File: config.mk
export PLATFORM = sky130hd
export DESIGN_NAME = cssp_port
export DESIGN_NICKNAME = d
export VERILOG_FILES = /design/src/core/cssp_pkg.sv /design/src/core/cssp_port.sv /design/src/core/cssp_rate_timer.sv /design/src/core/cssp_shift_engine.sv
export SDC_FILE = /design/constraint.sdc
export NUM_CORES = 1
export LEC_CHECK = 0
export BUFFER_PORTS_ARGS = -buffer_cell sky130_fd_sc_hd__buf_4
export CORE_MARGIN = 3
export CORE_UTILIZATION = 56
export CTS_CLUSTER_SIZE = 30
export DETAILED_ROUTE_END_ITERATION = 10
export GPL_ROUTABILITY_DRIVEN = 0
export HOLD_SLACK_MARGIN = 0.1
export PLACE_DENSITY = 0.88
export SLEW_MARGIN = 10
export SYNTH_ARGS = -nofsm -noshare
export SYNTH_HDL_FRONTEND = slang
export SYNTH_SLANG_ARGS = --single-unit
File: constraint.sdc
create_clock -name mclk -period 5.39 [get_ports mclk]
set_clock_uncertainty 0.05 [all_clocks]
set_input_delay 0.539 -clock mclk [delete_from_list [all_inputs] [get_ports mclk]]
set_output_delay 0.539 -clock mclk [all_outputs]
set_load 0.005 [all_outputs]
File: src/core/cssp_pkg.sv
`default_nettype none
package cssp_pkg;

  localparam int unsigned BYTE_W = 8;
  localparam int unsigned ADDR_W = 12;
  localparam int unsigned BITS_PER_BYTE = 8;

  // Register indices; the byte address on the bus is four times the index.
  localparam logic [9:0] IDX_PORT_C_ALT  = 10'h055;
  localparam logic [9:0] IDX_TIME_CONST  = 10'h0AB;
  localparam logic [9:0] IDX_DATA        = 10'h0D0;
  localparam logic [9:0] IDX_STATUS      = 10'h0D3;
  localparam logic [9:0] IDX_SERIAL_B    = 10'h0D4;
  localparam logic [9:0] IDX_SELECT_CTL  = 10'h0D5;

  localparam logic [7:0] PORT_C_ALT_MASK  = 8'h55;
  localparam logic [7:0] PORT_C_ALT_RESET = 8'h00;
  localparam int unsigned ALT_BIT_TXD = 0;
  localparam int unsigned ALT_BIT_TXC = 2;
  localparam int unsigned ALT_BIT_TXB = 4;
  localparam int unsigned ALT_BIT_TXA = 6;

  localparam logic [7:0] TIME_CONST_RESET = 8'h00;
  localparam logic [7:0] SERIAL_B_RESET   = 8'h00;
  localparam logic [7:0] SELECT_CTL_RESET = 8'h01;
  localparam logic [7:0] SERIAL_B_RD_MASK = 8'h3F;

  localparam int unsigned CMD_LSB   = 6;
  localparam int unsigned RXSEL_LSB = 4;
  localparam int unsigned MODE_LSB  = 2;

  localparam logic [1:0] CMD_NOP     = 2'h0;
  localparam logic [1:0] CMD_RECEIVE = 2'h1;
  localparam logic [1:0] CMD_SEND    = 2'h2;
  localparam logic [1:0] MODE_ASYNC8 = 2'h0;
  localparam logic [1:0] MODE_ASYNC7 = 2'h1;
  localparam logic [1:0] MODE_EXT    = 2'h2;
  localparam logic [1:0] MODE_INT    = 2'h3;
  localparam logic [1:0] RXSEL_C     = 2'h0;
  localparam logic [1:0] RXSEL_D     = 2'h1;

  localparam int unsigned ST_BUSY    = 0;
  localparam int unsigned ST_RX_FULL = 1;
  localparam int unsigned ST_SS_ERR  = 2;
  localparam int unsigned ST_SS_LVL  = 3;

  localparam int unsigned SEL_LEVEL    = 0;
  localparam int unsigned SEL_AS_INPUT = 1;
  localparam int unsigned SEL_ROUTE_D  = 2;

  typedef enum logic [2:0] {
    CSSP_IDLE = 3'h1,
    CSSP_HIGH = 3'h2,
    CSSP_LOW  = 3'h4
  } cssp_state_t;

endpackage
`default_nettype wire

File: src/core/cssp_port.sv
// How it works
// - Master makes eight clocks per byte
// - Bytes shift least significant bit first
// - Data changes on fall, sampled on rise
// - Master drives clock; slave takes it in
// - One bit out and one in per cycle
// - Select pin drives active-low slave select
// - Select pin may instead watch for errors
// - Serial port may use port C or port D
// - Alternate bit four routes serial output
// - Only even alternate bits are implemented
// - Bit four routes B, six routes A
// - Mode field picks async or clocked clock
// - Command field starts receive or transmit
// - Receive select picks C, D, or off
// - Rate timer counts modulo n plus one
`default_nettype none
module cssp_port
  import cssp_pkg::*;
(
  input  wire logic              mclk,
  input  wire logic              reset_n,
  input  wire logic              psel,
  input  wire logic              penable,
  input  wire logic              pwrite,
  input  wire logic [ADDR_W-1:0] paddr,
  input  wire logic [31:0]       pwdata,
  output logic [31:0]            prdata,
  output logic                   pready,
  output logic                   pslverr,
  input  wire logic              serial_b_clock_pin_in,
  output logic                   serial_b_clock_pin_out,
  output logic                   serial_b_clock_pin_oe,
  input  wire logic              serial_b_receive_in,
  input  wire logic              serial_b_receive_alt_pin,
  output logic                   serial_b_transmit_alt_pin,
  input  wire logic              slave_select_in_n,
  output logic                   slave_select_out_n,
  output logic                   slave_select_oe,
  input  wire logic              serial_a_transmit_out,
  input  wire logic              serial_c_transmit_out,
  input  wire logic              serial_d_transmit_out,
  input  wire logic [7:0]        port_c_gpio_out,
  output logic [7:0]             port_c_pin_out
);

  typedef struct packed {
    logic [BYTE_W-1:0] alt_select;
    logic [BYTE_W-1:0] serial_ctl;
    logic [BYTE_W-1:0] time_const;
    logic [BYTE_W-1:0] select_ctl;
    logic [BYTE_W-1:0] tx_data;
    logic [BYTE_W-1:0] rx_data;
    logic              rx_full;
    logic              ss_err;
    logic              start;
    logic              send;
    logic [1:0]        sclk_sync;
    logic [1:0]        rxc_sync;
    logic [1:0]        rxd_sync;
    logic [1:0]        ss_sync;
    logic [7:0]        pin_c;
    logic              pin_alt_b;
    logic [31:0]       rdata;
  } cssp_top_t;

  cssp_top_t         cur_ff;
  cssp_top_t         nxt_cur;
  logic              eng_busy;
  logic              eng_done;
  logic [BYTE_W-1:0] eng_rx;
  logic              eng_sclk;
  logic              eng_tx;
  logic              tick;
  logic              master;
  logic              clocked;
  logic              rx_bit;
  logic              access;
  logic              mapped;
  logic              wr;
  logic              rd;
  logic [9:0]        idx;
  logic [1:0]        mode;
  logic [1:0]        rxsel;
  logic [7:0]        alt_src;

  function automatic logic is_mapped(input logic [9:0] i);
    is_mapped = (i == IDX_PORT_C_ALT) || (i == IDX_TIME_CONST) || (i == IDX_DATA) ||
                (i == IDX_STATUS) || (i == IDX_SERIAL_B) || (i == IDX_SELECT_CTL);
  endfunction

  assign idx     = paddr[ADDR_W-1:2];
  assign mapped  = is_mapped(idx);
  assign access  = psel & penable;
  assign wr      = access & pwrite & mapped;
  assign rd      = access & ~pwrite & mapped;
  assign pready  = 1'b1;
  assign pslverr = access & ~mapped;
  assign prdata  = cur_ff.rdata;

  assign mode    = cur_ff.serial_ctl[MODE_LSB+:2];
  assign rxsel   = cur_ff.serial_ctl[RXSEL_LSB+:2];
  assign master  = (mode == MODE_INT);
  assign clocked = (mode == MODE_INT) || (mode == MODE_EXT);

  always_comb
  begin
    // An off receiver sees an idle line rather than whatever sits on the pin.
    if (rxsel == RXSEL_C)
    begin
      rx_bit = cur_ff.rxc_sync[1];
    end
    else if (rxsel == RXSEL_D)
    begin
      rx_bit = cur_ff.rxd_sync[1];
    end
    else
    begin
      rx_bit = 1'b1;
    end
  end

  cssp_rate_timer u_timer (
    .mclk       (mclk),
    .reset_n    (reset_n),
    .run        (master & eng_busy),
    .time_const (cur_ff.time_const),
    .tick       (tick)
  );

  cssp_shift_engine u_engine (
    .mclk      (mclk),
    .reset_n   (reset_n),
    .start     (cur_ff.start),
    .send      (cur_ff.send),
    .master    (master),
    .tx_byte   (cur_ff.tx_data),
    .tick      (tick),
    .sclk_sync (cur_ff.sclk_sync[1]),
    .rx_bit    (rx_bit),
    .busy      (eng_busy),
    .done      (eng_done),
    .rx_byte   (eng_rx),
    .sclk_out  (eng_sclk),
    .tx_bit    (eng_tx)
  );

  always_comb
  begin
    alt_src = 8'h00;
    alt_src[ALT_BIT_TXA] = serial_a_transmit_out;
    alt_src[ALT_BIT_TXB] = cur_ff.select_ctl[SEL_ROUTE_D] ? 1'b1 : eng_tx;
    alt_src[ALT_BIT_TXC] = serial_c_transmit_out;
    alt_src[ALT_BIT_TXD] = serial_d_transmit_out;
  end

  always_comb
  begin
    nxt_cur = cur_ff;
    nxt_cur.start = 1'b0;
    nxt_cur.sclk_sync = {cur_ff.sclk_sync[0], serial_b_clock_pin_in};
    nxt_cur.rxc_sync = {cur_ff.rxc_sync[0], serial_b_receive_in};
    nxt_cur.rxd_sync = {cur_ff.rxd_sync[0], serial_b_receive_alt_pin};
    nxt_cur.ss_sync = {cur_ff.ss_sync[0], slave_select_in_n};

    for (int i = 0; i < 8; i++)
    begin
      // Odd positions have no alternate source and stay plain port bits.
      nxt_cur.pin_c[i] = (PORT_C_ALT_MASK[i] & cur_ff.alt_select[i]) ?
                         alt_src[i] : port_c_gpio_out[i];
    end
    // A byte leaves on port D only when port C gave up that output.
    nxt_cur.pin_alt_b = cur_ff.select_ctl[SEL_ROUTE_D] ? eng_tx : 1'b1;

    if (psel & ~penable)
    begin
      nxt_cur.rdata = 32'h0000_0000;
      if (idx == IDX_PORT_C_ALT)
      begin
        nxt_cur.rdata[7:0] = cur_ff.alt_select & PORT_C_ALT_MASK;
      end
      else if (idx == IDX_TIME_CONST)
      begin
        nxt_cur.rdata[7:0] = cur_ff.time_const;
      end
      else if (idx == IDX_DATA)
      begin
        nxt_cur.rdata[7:0] = cur_ff.rx_data;
      end
      else if (idx == IDX_STATUS)
      begin
        nxt_cur.rdata[ST_BUSY] = eng_busy | cur_ff.start;
        nxt_cur.rdata[ST_RX_FULL] = cur_ff.rx_full;
        nxt_cur.rdata[ST_SS_ERR] = cur_ff.ss_err;
        nxt_cur.rdata[ST_SS_LVL] = cur_ff.ss_sync[1];
      end
      else if (idx == IDX_SERIAL_B)
      begin
        nxt_cur.rdata[7:0] = cur_ff.serial_ctl & SERIAL_B_RD_MASK;
      end
      else if (idx == IDX_SELECT_CTL)
      begin
        nxt_cur.rdata[7:0] = cur_ff.select_ctl;
      end
    end

    // Reads clear flags first so a same-cycle hardware set below wins.
    if (rd && idx == IDX_DATA)
    begin
      nxt_cur.rx_full = 1'b0;
    end
    if (rd && idx == IDX_STATUS)
    begin
      nxt_cur.ss_err = 1'b0;
    end

    if (wr)
    begin
      if (idx == IDX_PORT_C_ALT)
      begin
        nxt_cur.alt_select = pwdata[7:0] & PORT_C_ALT_MASK;
      end
      else if (idx == IDX_TIME_CONST)
      begin
        nxt_cur.time_const = pwdata[7:0];
      end
      else if (idx == IDX_DATA)
      begin
        // The shifter owns the byte while it runs, so late writes are dropped.
        if (!eng_busy && !cur_ff.start)
        begin
          nxt_cur.tx_data = pwdata[7:0];
        end
      end
      else if (idx == IDX_SERIAL_B)
      begin
        nxt_cur.serial_ctl = pwdata[7:0] & SERIAL_B_RD_MASK;
        if (!eng_busy && !cur_ff.start && (pwdata[3:2] == MODE_INT ||
            pwdata[3:2] == MODE_EXT))
        begin
          if (pwdata[CMD_LSB+:2] == CMD_SEND)
          begin
            nxt_cur.start = 1'b1;
            nxt_cur.send = 1'b1;
          end
          else if (pwdata[CMD_LSB+:2] == CMD_RECEIVE)
          begin
            nxt_cur.start = 1'b1;
            nxt_cur.send = 1'b0;
          end
        end
      end
      else if (idx == IDX_SELECT_CTL)
      begin
        nxt_cur.select_ctl = pwdata[7:0] & 8'h07;
      end
    end

    if (eng_done)
    begin
      nxt_cur.rx_data = eng_rx;
      nxt_cur.rx_full = 1'b1;
    end
    if (clocked && cur_ff.select_ctl[SEL_AS_INPUT] && !cur_ff.ss_sync[1])
    begin
      nxt_cur.ss_err = 1'b1;
    end
  end

  always_ff @(posedge mclk)
  begin
    if (!reset_n)
    begin
      cur_ff <= '{alt_select: PORT_C_ALT_RESET, serial_ctl: SERIAL_B_RESET,
                  time_const: TIME_CONST_RESET, select_ctl: SELECT_CTL_RESET,
                  tx_data: 8'h00, rx_data: 8'h00, rx_full: 1'b0, ss_err: 1'b0,
                  start: 1'b0, send: 1'b0, sclk_sync: 2'h3, rxc_sync: 2'h3,
                  rxd_sync: 2'h3, ss_sync: 2'h3, pin_c: 8'h00, pin_alt_b: 1'b1,
                  rdata: 32'h0000_0000};
    end
    else
    begin
      cur_ff <= nxt_cur;
    end
  end

  assign serial_b_clock_pin_out    = eng_sclk;
  assign serial_b_clock_pin_oe     = master;
  assign serial_b_transmit_alt_pin = cur_ff.pin_alt_b;
  assign port_c_pin_out            = cur_ff.pin_c;
  assign slave_select_out_n        = cur_ff.select_ctl[SEL_LEVEL];
  assign slave_select_oe           = ~cur_ff.select_ctl[SEL_AS_INPUT];

endmodule
`default_nettype wire

File: src/core/cssp_rate_timer.sv
`default_nettype none
module cssp_rate_timer
  import cssp_pkg::*;
(
  input  wire logic              mclk,
  input  wire logic              reset_n,
  input  wire logic              run,
  input  wire logic [BYTE_W-1:0] time_const,
  output logic                   tick
);

  typedef struct packed {
    logic [BYTE_W-1:0] count;
    logic              tick;
  } cssp_timer_t;

  cssp_timer_t cur_ff;
  cssp_timer_t nxt_cur;

  always_comb
  begin
    nxt_cur = cur_ff;
    nxt_cur.tick = 1'b0;
    if (!run)
    begin
      nxt_cur.count = time_const;
    end
    else if (cur_ff.count == '0)
    begin
      // A constant written mid-count is only picked up here.
      nxt_cur.count = time_const;
      nxt_cur.tick = 1'b1;
    end
    else
    begin
      nxt_cur.count = cur_ff.count - 8'h01;
    end
  end

  always_ff @(posedge mclk)
  begin
    if (!reset_n)
    begin
      cur_ff <= '0;
    end
    else
    begin
      cur_ff <= nxt_cur;
    end
  end

  assign tick = cur_ff.tick;

endmodule
`default_nettype wire

File: src/core/cssp_shift_engine.sv
`default_nettype none
module cssp_shift_engine
  import cssp_pkg::*;
(
  input  wire logic              mclk,
  input  wire logic              reset_n,
  input  wire logic              start,
  input  wire logic              send,
  input  wire logic              master,
  input  wire logic [BYTE_W-1:0] tx_byte,
  input  wire logic              tick,
  input  wire logic              sclk_sync,
  input  wire logic              rx_bit,
  output logic                   busy,
  output logic                   done,
  output logic [BYTE_W-1:0]      rx_byte,
  output logic                   sclk_out,
  output logic                   tx_bit
);

  typedef struct packed {
    cssp_state_t       state;
    logic [BYTE_W-1:0] shift;
    logic [3:0]        count;
    logic              send;
    logic              sclk_prev;
    logic              sclk;
    logic              tx;
    logic              done;
    logic [BYTE_W-1:0] rx;
  } cssp_engine_t;

  cssp_engine_t cur_ff;
  cssp_engine_t nxt_cur;
  logic         fall;
  logic         rise;

  // Master edges come from the rate timer, slave edges from the sampled pin.
  assign fall = master ? tick : (cur_ff.sclk_prev & ~sclk_sync);
  assign rise = master ? tick : (~cur_ff.sclk_prev & sclk_sync);

  always_comb
  begin
    nxt_cur = cur_ff;
    nxt_cur.done = 1'b0;
    nxt_cur.sclk_prev = sclk_sync;
    case (cur_ff.state)
      CSSP_IDLE:
      begin
        nxt_cur.sclk = 1'b1;
        if (start)
        begin
          nxt_cur.shift = send ? tx_byte : 8'hFF;
          nxt_cur.send = send;
          nxt_cur.count = 4'h0;
          nxt_cur.state = CSSP_HIGH;
        end
      end
      CSSP_HIGH:
      begin
        if (fall)
        begin
          // A slave leaves its undriven clock output at the idle level.
          nxt_cur.sclk = ~master;
          nxt_cur.tx = cur_ff.send ? cur_ff.shift[0] : 1'b1;
          nxt_cur.state = CSSP_LOW;
        end
      end
      CSSP_LOW:
      begin
        if (rise)
        begin
          nxt_cur.sclk = 1'b1;
          // One bit leaves and one enters on every clock cycle.
          nxt_cur.shift = {rx_bit, cur_ff.shift[BYTE_W-1:1]};
          nxt_cur.count = cur_ff.count + 4'h1;
          if (cur_ff.count == 4'(BITS_PER_BYTE - 1))
          begin
            nxt_cur.rx = {rx_bit, cur_ff.shift[BYTE_W-1:1]};
            nxt_cur.done = 1'b1;
            nxt_cur.tx = 1'b1;
            nxt_cur.state = CSSP_IDLE;
          end
          else
          begin
            nxt_cur.state = CSSP_HIGH;
          end
        end
      end
      default:
      begin
        nxt_cur.state = CSSP_IDLE;
      end
    endcase
  end

  always_ff @(posedge mclk)
  begin
    if (!reset_n)
    begin
      cur_ff <= '{state: CSSP_IDLE, shift: 8'h00, count: 4'h0, send: 1'b0,
                  sclk_prev: 1'b1, sclk: 1'b1, tx: 1'b1, done: 1'b0, rx: 8'h00};
    end
    else
    begin
      cur_ff <= nxt_cur;
    end
  end

  assign busy     = (cur_ff.state != CSSP_IDLE);
  assign done     = cur_ff.done;
  assign rx_byte  = cur_ff.rx;
  assign sclk_out = cur_ff.sclk;
  assign tx_bit   = cur_ff.tx;

endmodule
`default_nettype wire

# Word level (Yosys, flattened, before mapping)
# Cells that the tools add are included.
[op_classes]
add_sub_neg = 2
n_eq_ne = 22
n_mux = 38
bitwise_logic = 25
reduce_logical = 40
[op_table]
columns = ["op", "count"]
rows = [
  ["$mux 8", 7],
  ["$eq 10x8->1 const B", 5],
  ["$pmux 12 s2", 1],
  ["$reduce_and 3->1", 6],
  ["$mux 16", 1],
  ["$mux 1", 15],
  ["$mux 15", 1],
  ["$not 1->1", 14],
  ["$mux 11", 1],
  ["$and 1x1->1", 10],
  ["$eq 10x7->1 const B", 1],
  ["$eq 2x2->1 const B", 5],
  ["$mux 10", 1],
  ["$reduce_and 5->1", 2],
  ["$reduce_bool 2->1", 5],
  ["$pmux 3 s3", 1],
  ["$logic_not 8->1", 1],
  ["$mux 2", 4],
  ["$mux 4", 2],
  ["$reduce_and 2->1", 4],
  ["$sub 8x1->8 const B", 1],
  ["$logic_or 1x1->1", 7],
  ["$reduce_and 7->1", 1],
  ["$reduce_or 7->1", 1],
  ["19 further kinds", 30],
]
[word_totals]
register_bits = 103
in_bits = 64
output_inout_bits = 47
word_cells = 155

# Depth between registers and ports, before layout
# Gate-level depths: netlist of the first run.
[depth]
ltp_word = 10
ltp_mapped = 8

# By module
# A second synthesis of the first run with hierarchy kept.
[hier_totals]
hier_cells = 582
hier_area_um2 = 5077.4
[modules_own_cells]
columns = ["module", "n_inst", "cells_each", "area_per_inst_um2"]
rows = [
  ["cssp_port", 1, 353, 3106.7],
  ["cssp_shift_engine", 1, 177, 1487.7],
  ["cssp_rate_timer", 1, 52, 483.0],
]

# Least setup slack after synthesis of the first run
# OpenSTA, ideal clock, no wires.
[synth_path]
path_type = "input -> output"
startpoint = "in paddr[11]"
endpoint = "out pslverr"
t_arrival_ns = 1.941
t_required_ns = 4.801
path_slack_ns = 2.860
stages = 6
path_cell_list = "or3b_2 clkbuf_1 nor3_1 nand2_1 a22oi_1 nor3_1"
[synth_via]
elab_chain_len = 8
elab_cells_between_ends = 13
cone_classes = "eq/ne (6); bitwise (2); reduce/logical (5)"
[synth_lines]
columns = ["element", "line", "rtl"]
rows = [
  ["start, declared", "cssp_port.sv:26", "input wire logic [ADDR_W-1:0] paddr,"],
  ["$eq 10x7->1 / $eq 10x8->1 (equally long branches)", "cssp_port.sv:88", "is_mapped = (i == IDX_PORT_C_ALT) || (i == IDX_TIME_CONST) || (i == IDX_DATA) ||"],
  ["$logic_or 1x1->1 (3 in a row)", "cssp_port.sv:88", ""],
  ["$logic_or 1x1->1", "cssp_port.sv:89", "(i == IDX_STATUS) || (i == IDX_SERIAL_B) || (i == IDX_SELECT_CTL);"],
  ["$logic_or 1x1->1 *", "cssp_port.sv:89", ""],
  ["$not 1->1 *", "cssp_port.sv:98", "assign pslverr = access & ~mapped;"],
  ["$and 1x1->1 *", "cssp_port.sv:98", ""],
  ["end, declared", "cssp_port.sv:30", "output logic pslverr,"],
]
# Mark *: on every way between the ends. The rest lies on a longest branch, timed or not.

# Final worst setup path of the first run
[layout_path]
startpoint = "in paddr[2]"
endpoint = "out pslverr"
# The elaborated chain is that of the path after synthesis.

==> results.yml, run 1 <==
sta:
  fin_ws_ps: 2300
  grt_setup_unrepaired: "false"
  max-slew-margin-rel_pct: 39.7
  setup_viol: 0
  tns_ps: 0
  maxSlewViolCount: 0
  hold_viol: 0
  fmax_mhz: 323
  fin_crit_sh_pct: 57.4
  post-route-min-period_ps: 3090
  worst_pin_slew_ps: 896
detailed_routing:
  ant_nets: 0
  vias_per_cell: 5.65
  wl_mm: 10.9
  via_count: 3833
  wl_per_cell_um: 16.0
  firstDrtPassIters: 5
  drt-initial-drc-count: 336
  remaining_drc_errors: 0
clock_tree:
  clkTransAtPathRegs_ps: 100
  cts_max_path_buffers: 2
  post_cts_buffers: 0
  htreeDepth: 3
  cts_root_buf: "clkbuf_8"
  cts_num_sinks: 103
  post_cts_resized: 0
  cts_tree: "built"
  clk_latency_ps: 380
  ctsHoldBuffers: 0
  cts_buffers: 9
synth:
  netlist_area_um2: 4750
  synth_most_common_cell: "dfxtp_1"
  synth_top_area_cell: "dfxtp_1"
  async_flop_share_pct: 0
  yosys-top-cells-count: "103 x dfxtp_1, 77 x nor2_1, 47 x nand2_1, 41 x buf_4, 41 x mux2i_1"
  synth_cell_type_count: 58
  ys_seq_area_share_pct: 43.4
  synthCells: 540
  ys_warn_count: 0
  synth_edf_count: 0
  synth_seq_cells: 103
  ys.flop_type: "dfxtp_1"
  syn_avg_cell_area_um2: 8.80
  synth_area_leaders: "dfxtp_1 43%, mux2i_1 8.6%, buf_4 6.5%"
  synth_top_cell_area_share_pct: 43.4
placed_design:
  place_hpwl_mm: 7.93
  post-place-ws_ps: 2360
  placed_cells: 663
  portBuffers: 59
grt:
  grt_pass1_wl_mm: 17.9
  antenna_found_initial: 0
  grt_usage_pct: 23.0
  grt_max_degree: 41
  grt_pass1_vias: 3666
  overflow: 0
critical_path:
  cp.depth: 7
  crit_family: "simple AND/OR/NAND/NOR gates"
  slowest_delay_ps: 530
  cp.required_ps: 4800
  worstPathArrival_ps: 2510
  path_buf_inv: 2
  worstPathCellList: "buf_4 -> or3b_2 -> nor3_1 -> nand2_1 -> a22oi_1 -> nor3_1 -> buf_4"
  reg2reg_to: "u_timer.cur_ff[1]$_SDFF_PN0_"
  reg2reg_from: "u_timer.cur_ff[5]$_SDFF_PN0_"
  critPathCaptureType: "output port"
  crit_path_top_delay_cell: "or3b_2"
  worstRegToRegCells: 5
  start_kind: "input pin"
  worstSetupPathType: "input pin to output port"
  r2r_setup_slack_ps: 2810
  path_max_fanout: 13
finish:
  fin_nets: 640
  antennaDiodeCount: 0
  area_growth_pct: 10.1
  drive_gt1_share_pct: 16.6
  fin_cells: 679
floorplanning:
  ios: 111
  die-width_um: 98.1
  die_area_um2: 9620
  fp-row-count: 32
  core_um2: 7970
  start_util_pct: 59.6
  die_h_um: 98.1
hold_path:
  hold_end: "cur_ff[45]$_SDFF_PN1_"
  min_path_cells: 2
  min_path_type: "input pin to flip-flop"
  hp-start: "serial_b_receive_in"
status:
  status: "finished clean"
power:
  power_density_nw_per_um2: 261
  p_leak_nw: 1.93
  peakVddDrop_uv: 118
flow_run:
  drv_cap: 0
logic make-up after synthesis:
kind of cell | share of synthesized area (%)
other | 0.158
adders and majority gates | 1.05
xor gates and xnor gates | 1.29
DFF | 43.4
AOI/OAI and AO/OA | 10.9
and+or+nand+nor | 24.5
muxes | 9.11
buffers and inverters | 9.53
layout make-up:
| cell class | count | area [um^2] |
|---|---|---|
| fill | 626 | 2740 |
| multi-input combinational | 384 | 2320 |
| sequential | 103 | 2060 |
| timing repair buffer | 62 | 465 |
| tap | 102 | 128 |
| clock buffer | 9 | 124 |
| clock inverter | 7 | 85.1 |
| inverter | 12 | 45.0 |
worst max-delay path by stage:
stage | startpoint | to | slack, ps
finish | paddr[2] | pslverr | 2300
global route | paddr[2] | pslverr | 2170
CTS | paddr[2] | pslverr | 2360
detailed placement | paddr[2] | pslverr | 2360
global placement | paddr[2] | pslverr | 2380
floorplan | paddr[11] | pslverr | 2860
registers in the layout, summed over array words and instances, names as in the netlist, 8 cells and up:
signal,cells
u_engine.rx_byte,8
prdata,8
u_timer.cur_ff,8
cur_ff,48
port_c_pin_out,8
u_engine.cur_ff,17
layer usage:
metal / vias to the layer above / global-route usage [%] / share of wire (%) / wire (um)
li1: 1864 / - / - / -
met1: 1778 / 30.9 / 44 / 4750
met2: 161 / 35.8 / 46 / 4950
met3: 30 / 4.93 / 7.3 / 797
met4: 0 / 10.1 / 3.4 / 370
met5: - / 0 / 0 / 0
worst reg2reg max path: cells and delay by family, from the launching register on:
family	cells	cell delay, ps
flip-flops	1	350
AND/OR/NAND/NOR	3	1500
AO/OA/AOI/OAI	1	320
buffers and inverters	1	240
placed cells by master, fill, tap and decap left out, types with 3 or more instances in the layout:
| cell type | instances |
|---|---|
| a22o_1 | 3 |
| o221ai_1 | 3 |
| nand2b_1 | 21 |
| o22ai_1 | 3 |
| and2_1 | 6 |
| inv_1 | 11 |
| ha_1 | 4 |
| and3_1 | 3 |
| buf_4 | 62 |
| nand3b_1 | 6 |
| clkbuf_8 | 9 |
| a31oi_1 | 4 |
| inv_6 | 4 |
| xnor2_1 | 6 |
| nor4_1 | 3 |
| and3b_1 | 4 |
| a21oi_1 | 24 |
| o21ai_0 | 8 |
| or3b_2 | 3 |
| nor2b_1 | 8 |
| nand3_1 | 20 |
| nor3_1 | 9 |
| nand2_1 | 47 |
| a311oi_1 | 8 |
| mux2i_1 | 41 |
| conb_1 | 25 |
| nor3b_1 | 4 |
| nor2_1 | 77 |
| a211oi_1 | 9 |
| dfxtp_1 | 103 |
| or3_1 | 3 |
where the power goes:
group	internal (W)	total [W]	leakage [nW]	switching [W]
clock	0.000226	0.000518	0.107	0.000292
combinational	0.0000342	0.0000787	0.987	0.0000445
sequential	0.000768	0.000770	0.834	0.00000253
total	0.00103	0.00137	1.93	0.000339
stage by stage:
step	util, %	total power, W	instance area (um^2)	hold slack (ps)
floorplan	-	0.000841	4840	336
global placement	63.0	0.000863	5020	348
detailed placement	63.0	0.000865	5020	349
CTS	65.7	0.00137	5230	291
global route	65.7	0.00141	5230	293
finish	65.7	0.00137	5230	296
Power figures use the tool's default switching activity.
==> run 2, diff against run 1 <==
--- a/config.mk
+++ b/config.mk
@@ -7,12 +7,12 @@
 export LEC_CHECK = 0
 export BUFFER_PORTS_ARGS = -buffer_cell sky130_fd_sc_hd__buf_4
 export CORE_MARGIN = 3
-export CORE_UTILIZATION = 56
+export CORE_UTILIZATION = 54
 export CTS_CLUSTER_SIZE = 30
 export DETAILED_ROUTE_END_ITERATION = 10
 export GPL_ROUTABILITY_DRIVEN = 0
 export HOLD_SLACK_MARGIN = 0.1
-export PLACE_DENSITY = 0.88
+export PLACE_DENSITY = 0.85
 export SLEW_MARGIN = 10
 export SYNTH_ARGS = -nofsm -noshare
 export SYNTH_HDL_FRONTEND = slang
==> constraint.sdc (replaced) <==
create_clock -name mclk -period 2.9 [get_ports mclk]
set_clock_uncertainty 0.05 [all_clocks]
set_input_delay 0.29 -clock mclk [delete_from_list [all_inputs] [get_ports mclk]]
set_output_delay 0.29 -clock mclk [all_outputs]
set_load 0.005 [all_outputs]
==> run 2 against run 1 <==
  * Worst setup slack worse by 1700 ps
  * Sequential share of layout area down 1.2 points
  * Via count up 2.9%
  * Utilization down 1.3 points
  * Worst hold slack worse by 180 ps
  * Combinational power up 110%
  * Wire length up 3.1%
  * Critical path depth up 1
  * Largest cell class unchanged
  * Sequential power up 86%
==> results.yml, run 2 (synthesis results as in run 1) <==
sta:
  max-slew-margin-rel_pct: 40.4
  grt_setup_unrepaired: "false"
  post-route-min-period_ps: 2260
  hold_viol: 0
  tns_ps: 0
  worst_pin_slew_ps: 886
  fin_ws_ps: 640
  maxSlewViolCount: 0
  fmax_mhz: 442
  fin_crit_sh_pct: 77.9
  setup_viol: 0
finish:
  antennaDiodeCount: 0
  final_common_cell: "dfxtp_1"
  fin_nets: 658
  largestRegisters: "cur_ff (48), u_engine.cur_ff (17)"
  mostFrequentLayoutCells: "103 x dfxtp_1, 77 x nor2_1, 66 x buf_4"
  fillers: 671
  drive_gt1_share_pct: 16.8
  area_growth_pct: 13.5
  largest_reg_flops: 48
  top_register: "cur_ff"
detailed_routing:
  via_count: 3945
  wl_mm: 11.2
  vias_per_cell: 5.64
  drt-initial-drc-count: 277
  firstDrtPassIters: 5
  wl_per_cell_um: 16.0
  ant_nets: 0
  remaining_drc_errors: 0
critical_path:
  cp.depth: 8
  start_kind: "input pin"
  reg2reg_to: "u_engine.sclk_out$_SDFFE_PN1P_"
  path_max_fanout: 13
  cp-startpoint: "paddr[2]"
  cpMostUsedCell: "buf_4"
  path_buf_inv: 3
  worstPathCellList: "buf_4 -> or3b_2 -> nor3_1 -> buf_4 -> nand2_1 -> a22oi_1 -> nor3_1 -> buf_4"
  slowest_delay_ps: 530
  crit_end: "pslverr"
  worstSetupPathType: "input pin to output port"
  r2r_setup_slack_ps: 730
  crit_path_top_delay_cell: "or3b_2"
  worstRegToRegCells: 5
  reg2reg_from: "cur_ff[88]$_SDFFE_PN0P_"
  crit_family: "simple AND/OR/NAND/NOR gates"
  cp.required_ps: 2560
  worstPathArrival_ps: 1920
  critPathCaptureType: "output port"
clock_tree:
  cts_max_path_buffers: 2
  cts_buffers: 9
  cts_num_sinks: 103
  cts_root_buf: "clkbuf_8"
  htreeDepth: 3
  post_cts_buffers: 0
  clkTransAtPathRegs_ps: 100
  cts_tree: "built"
  clk_latency_ps: 380
power:
  p_leak_nw: 2.00
  peakVddDrop_uv: 217
  power_density_nw_per_um2: 464
flow_run:
  drv_cap: 0
floorplanning:
  die_h_um: 99.8
  core_um2: 8380
  fp-row-count: 33
  ios: 111
  die-width_um: 99.8
  die_area_um2: 9960
  start_util_pct: 56.7
grt:
  overflow: 0
  grt_pass1_vias: 3586
  antenna_found_initial: 0
  grt_usage_pct: 22.7
  grt_pass1_wl_mm: 17.9
  grt_max_degree: 74
hold_path:
  min_path_type: "input pin to flip-flop"
placed_design:
  place_hpwl_mm: 7.67
  portBuffers: 59
  post-place-ws_ps: 660
status:
  status: "finished clean"
[run 2: changes by cell type in the layout (fill, tap and decap cells not counted)]
cell	delta
buf_4	+4
bufinv_16	-1
clkbuf_8	+1
clkinv_4	+1
dlygate4sd3_1	+14
inv_6	-3
inv_8	+2
[run 2: report_power, final]
group / switching [W] / leakage (nW) / internal, W
sequential: 0.00000470 / 0.834 / 0.00143
combinational: 0.0000886 / 1.07 / 0.0000768
clock: 0.000544 / 0.103 / 0.000360
total: 0.000638 / 2.00 / 0.00186
[run 2: worst register-to-register path, stage by stage, from the launching register on]
cell     delay, ps
dfxtp_1        440
nand2_1        230
a31oi_2        500
nor2_1         160
or4b_2         650
nand3_1        100
[run 2: worst min path at each step]
stage | to | from | cells past startpoint
6_report | port_c_pin_out[4]$_SDFF_PN0_ | port_c_gpio_out[4] | 3
5_1_grt | cur_ff[99]$_SDFFE_PN0P_ | pwdata[6] | 3
4_1_cts | port_c_pin_out[4]$_SDFF_PN0_ | port_c_gpio_out[4] | 3
3_5_place_dp | cur_ff[46]$_SDFF_PN1_ | cur_ff[45]$_SDFF_PN1_ | 1
3_3_place_gp | cur_ff[46]$_SDFF_PN1_ | cur_ff[45]$_SDFF_PN1_ | 1
2_1_floorplan | cur_ff[41]$_SDFF_PN1_ | reset_n | 1
[run 2: final cells by class]
| type | instances | area [um^2] | share of cell area (%) |
|---|---|---|---|
| clock inverters | 6 | 60.1 | 1.11 |
| repair buffers | 80 | 636 | 11.8 |
| well taps | 105 | 131 | 2.44 |
| flip-flops and latches | 103 | 2060 | 38.2 |
| multi-input cells | 384 | 2320 | 43.1 |
| inverters | 12 | 45.0 | 0.835 |
| clock buffers | 10 | 138 | 2.55 |
[run 2: through the flow]
| step | utilization (%) | cells | instance area (um^2) | total power [W] | hold slack (ps) |
|---|---|---|---|---|---|
| finish | 64.4 | 700 | 5390 | 0.00250 | 120 |
| global route | 64.4 | 700 | 5390 | 0.00259 | 138 |
| CTS | 64.4 | 700 | 5390 | 0.00251 | 117 |
| detailed placement | 60.3 | 670 | 5060 | 0.00161 | 350 |
| global placement | 60.3 | 670 | 5060 | 0.00161 | 348 |
| floorplan | - | 563 | 4840 | 0.00156 | 313 |
[run 2: repair_timing]
item                       in CTS  in global routing
hold buffers                   14                  0
hold endpoints to repair       11                  0
resized for setup               0                  0
setup endpoints to repair       0                  0
[run 2: routing by layer]
metal | vias to the layer above | wire, um | global-route usage, %
met1 | 1842 | 4870 | 31.1
met3 | 14 | 857 | 4.24
li1 | 1898 | - | -
met2 | 191 | 5300 | 35.4
met4 | 0 | 183 | 8.72
met5 | - | 0 | 0
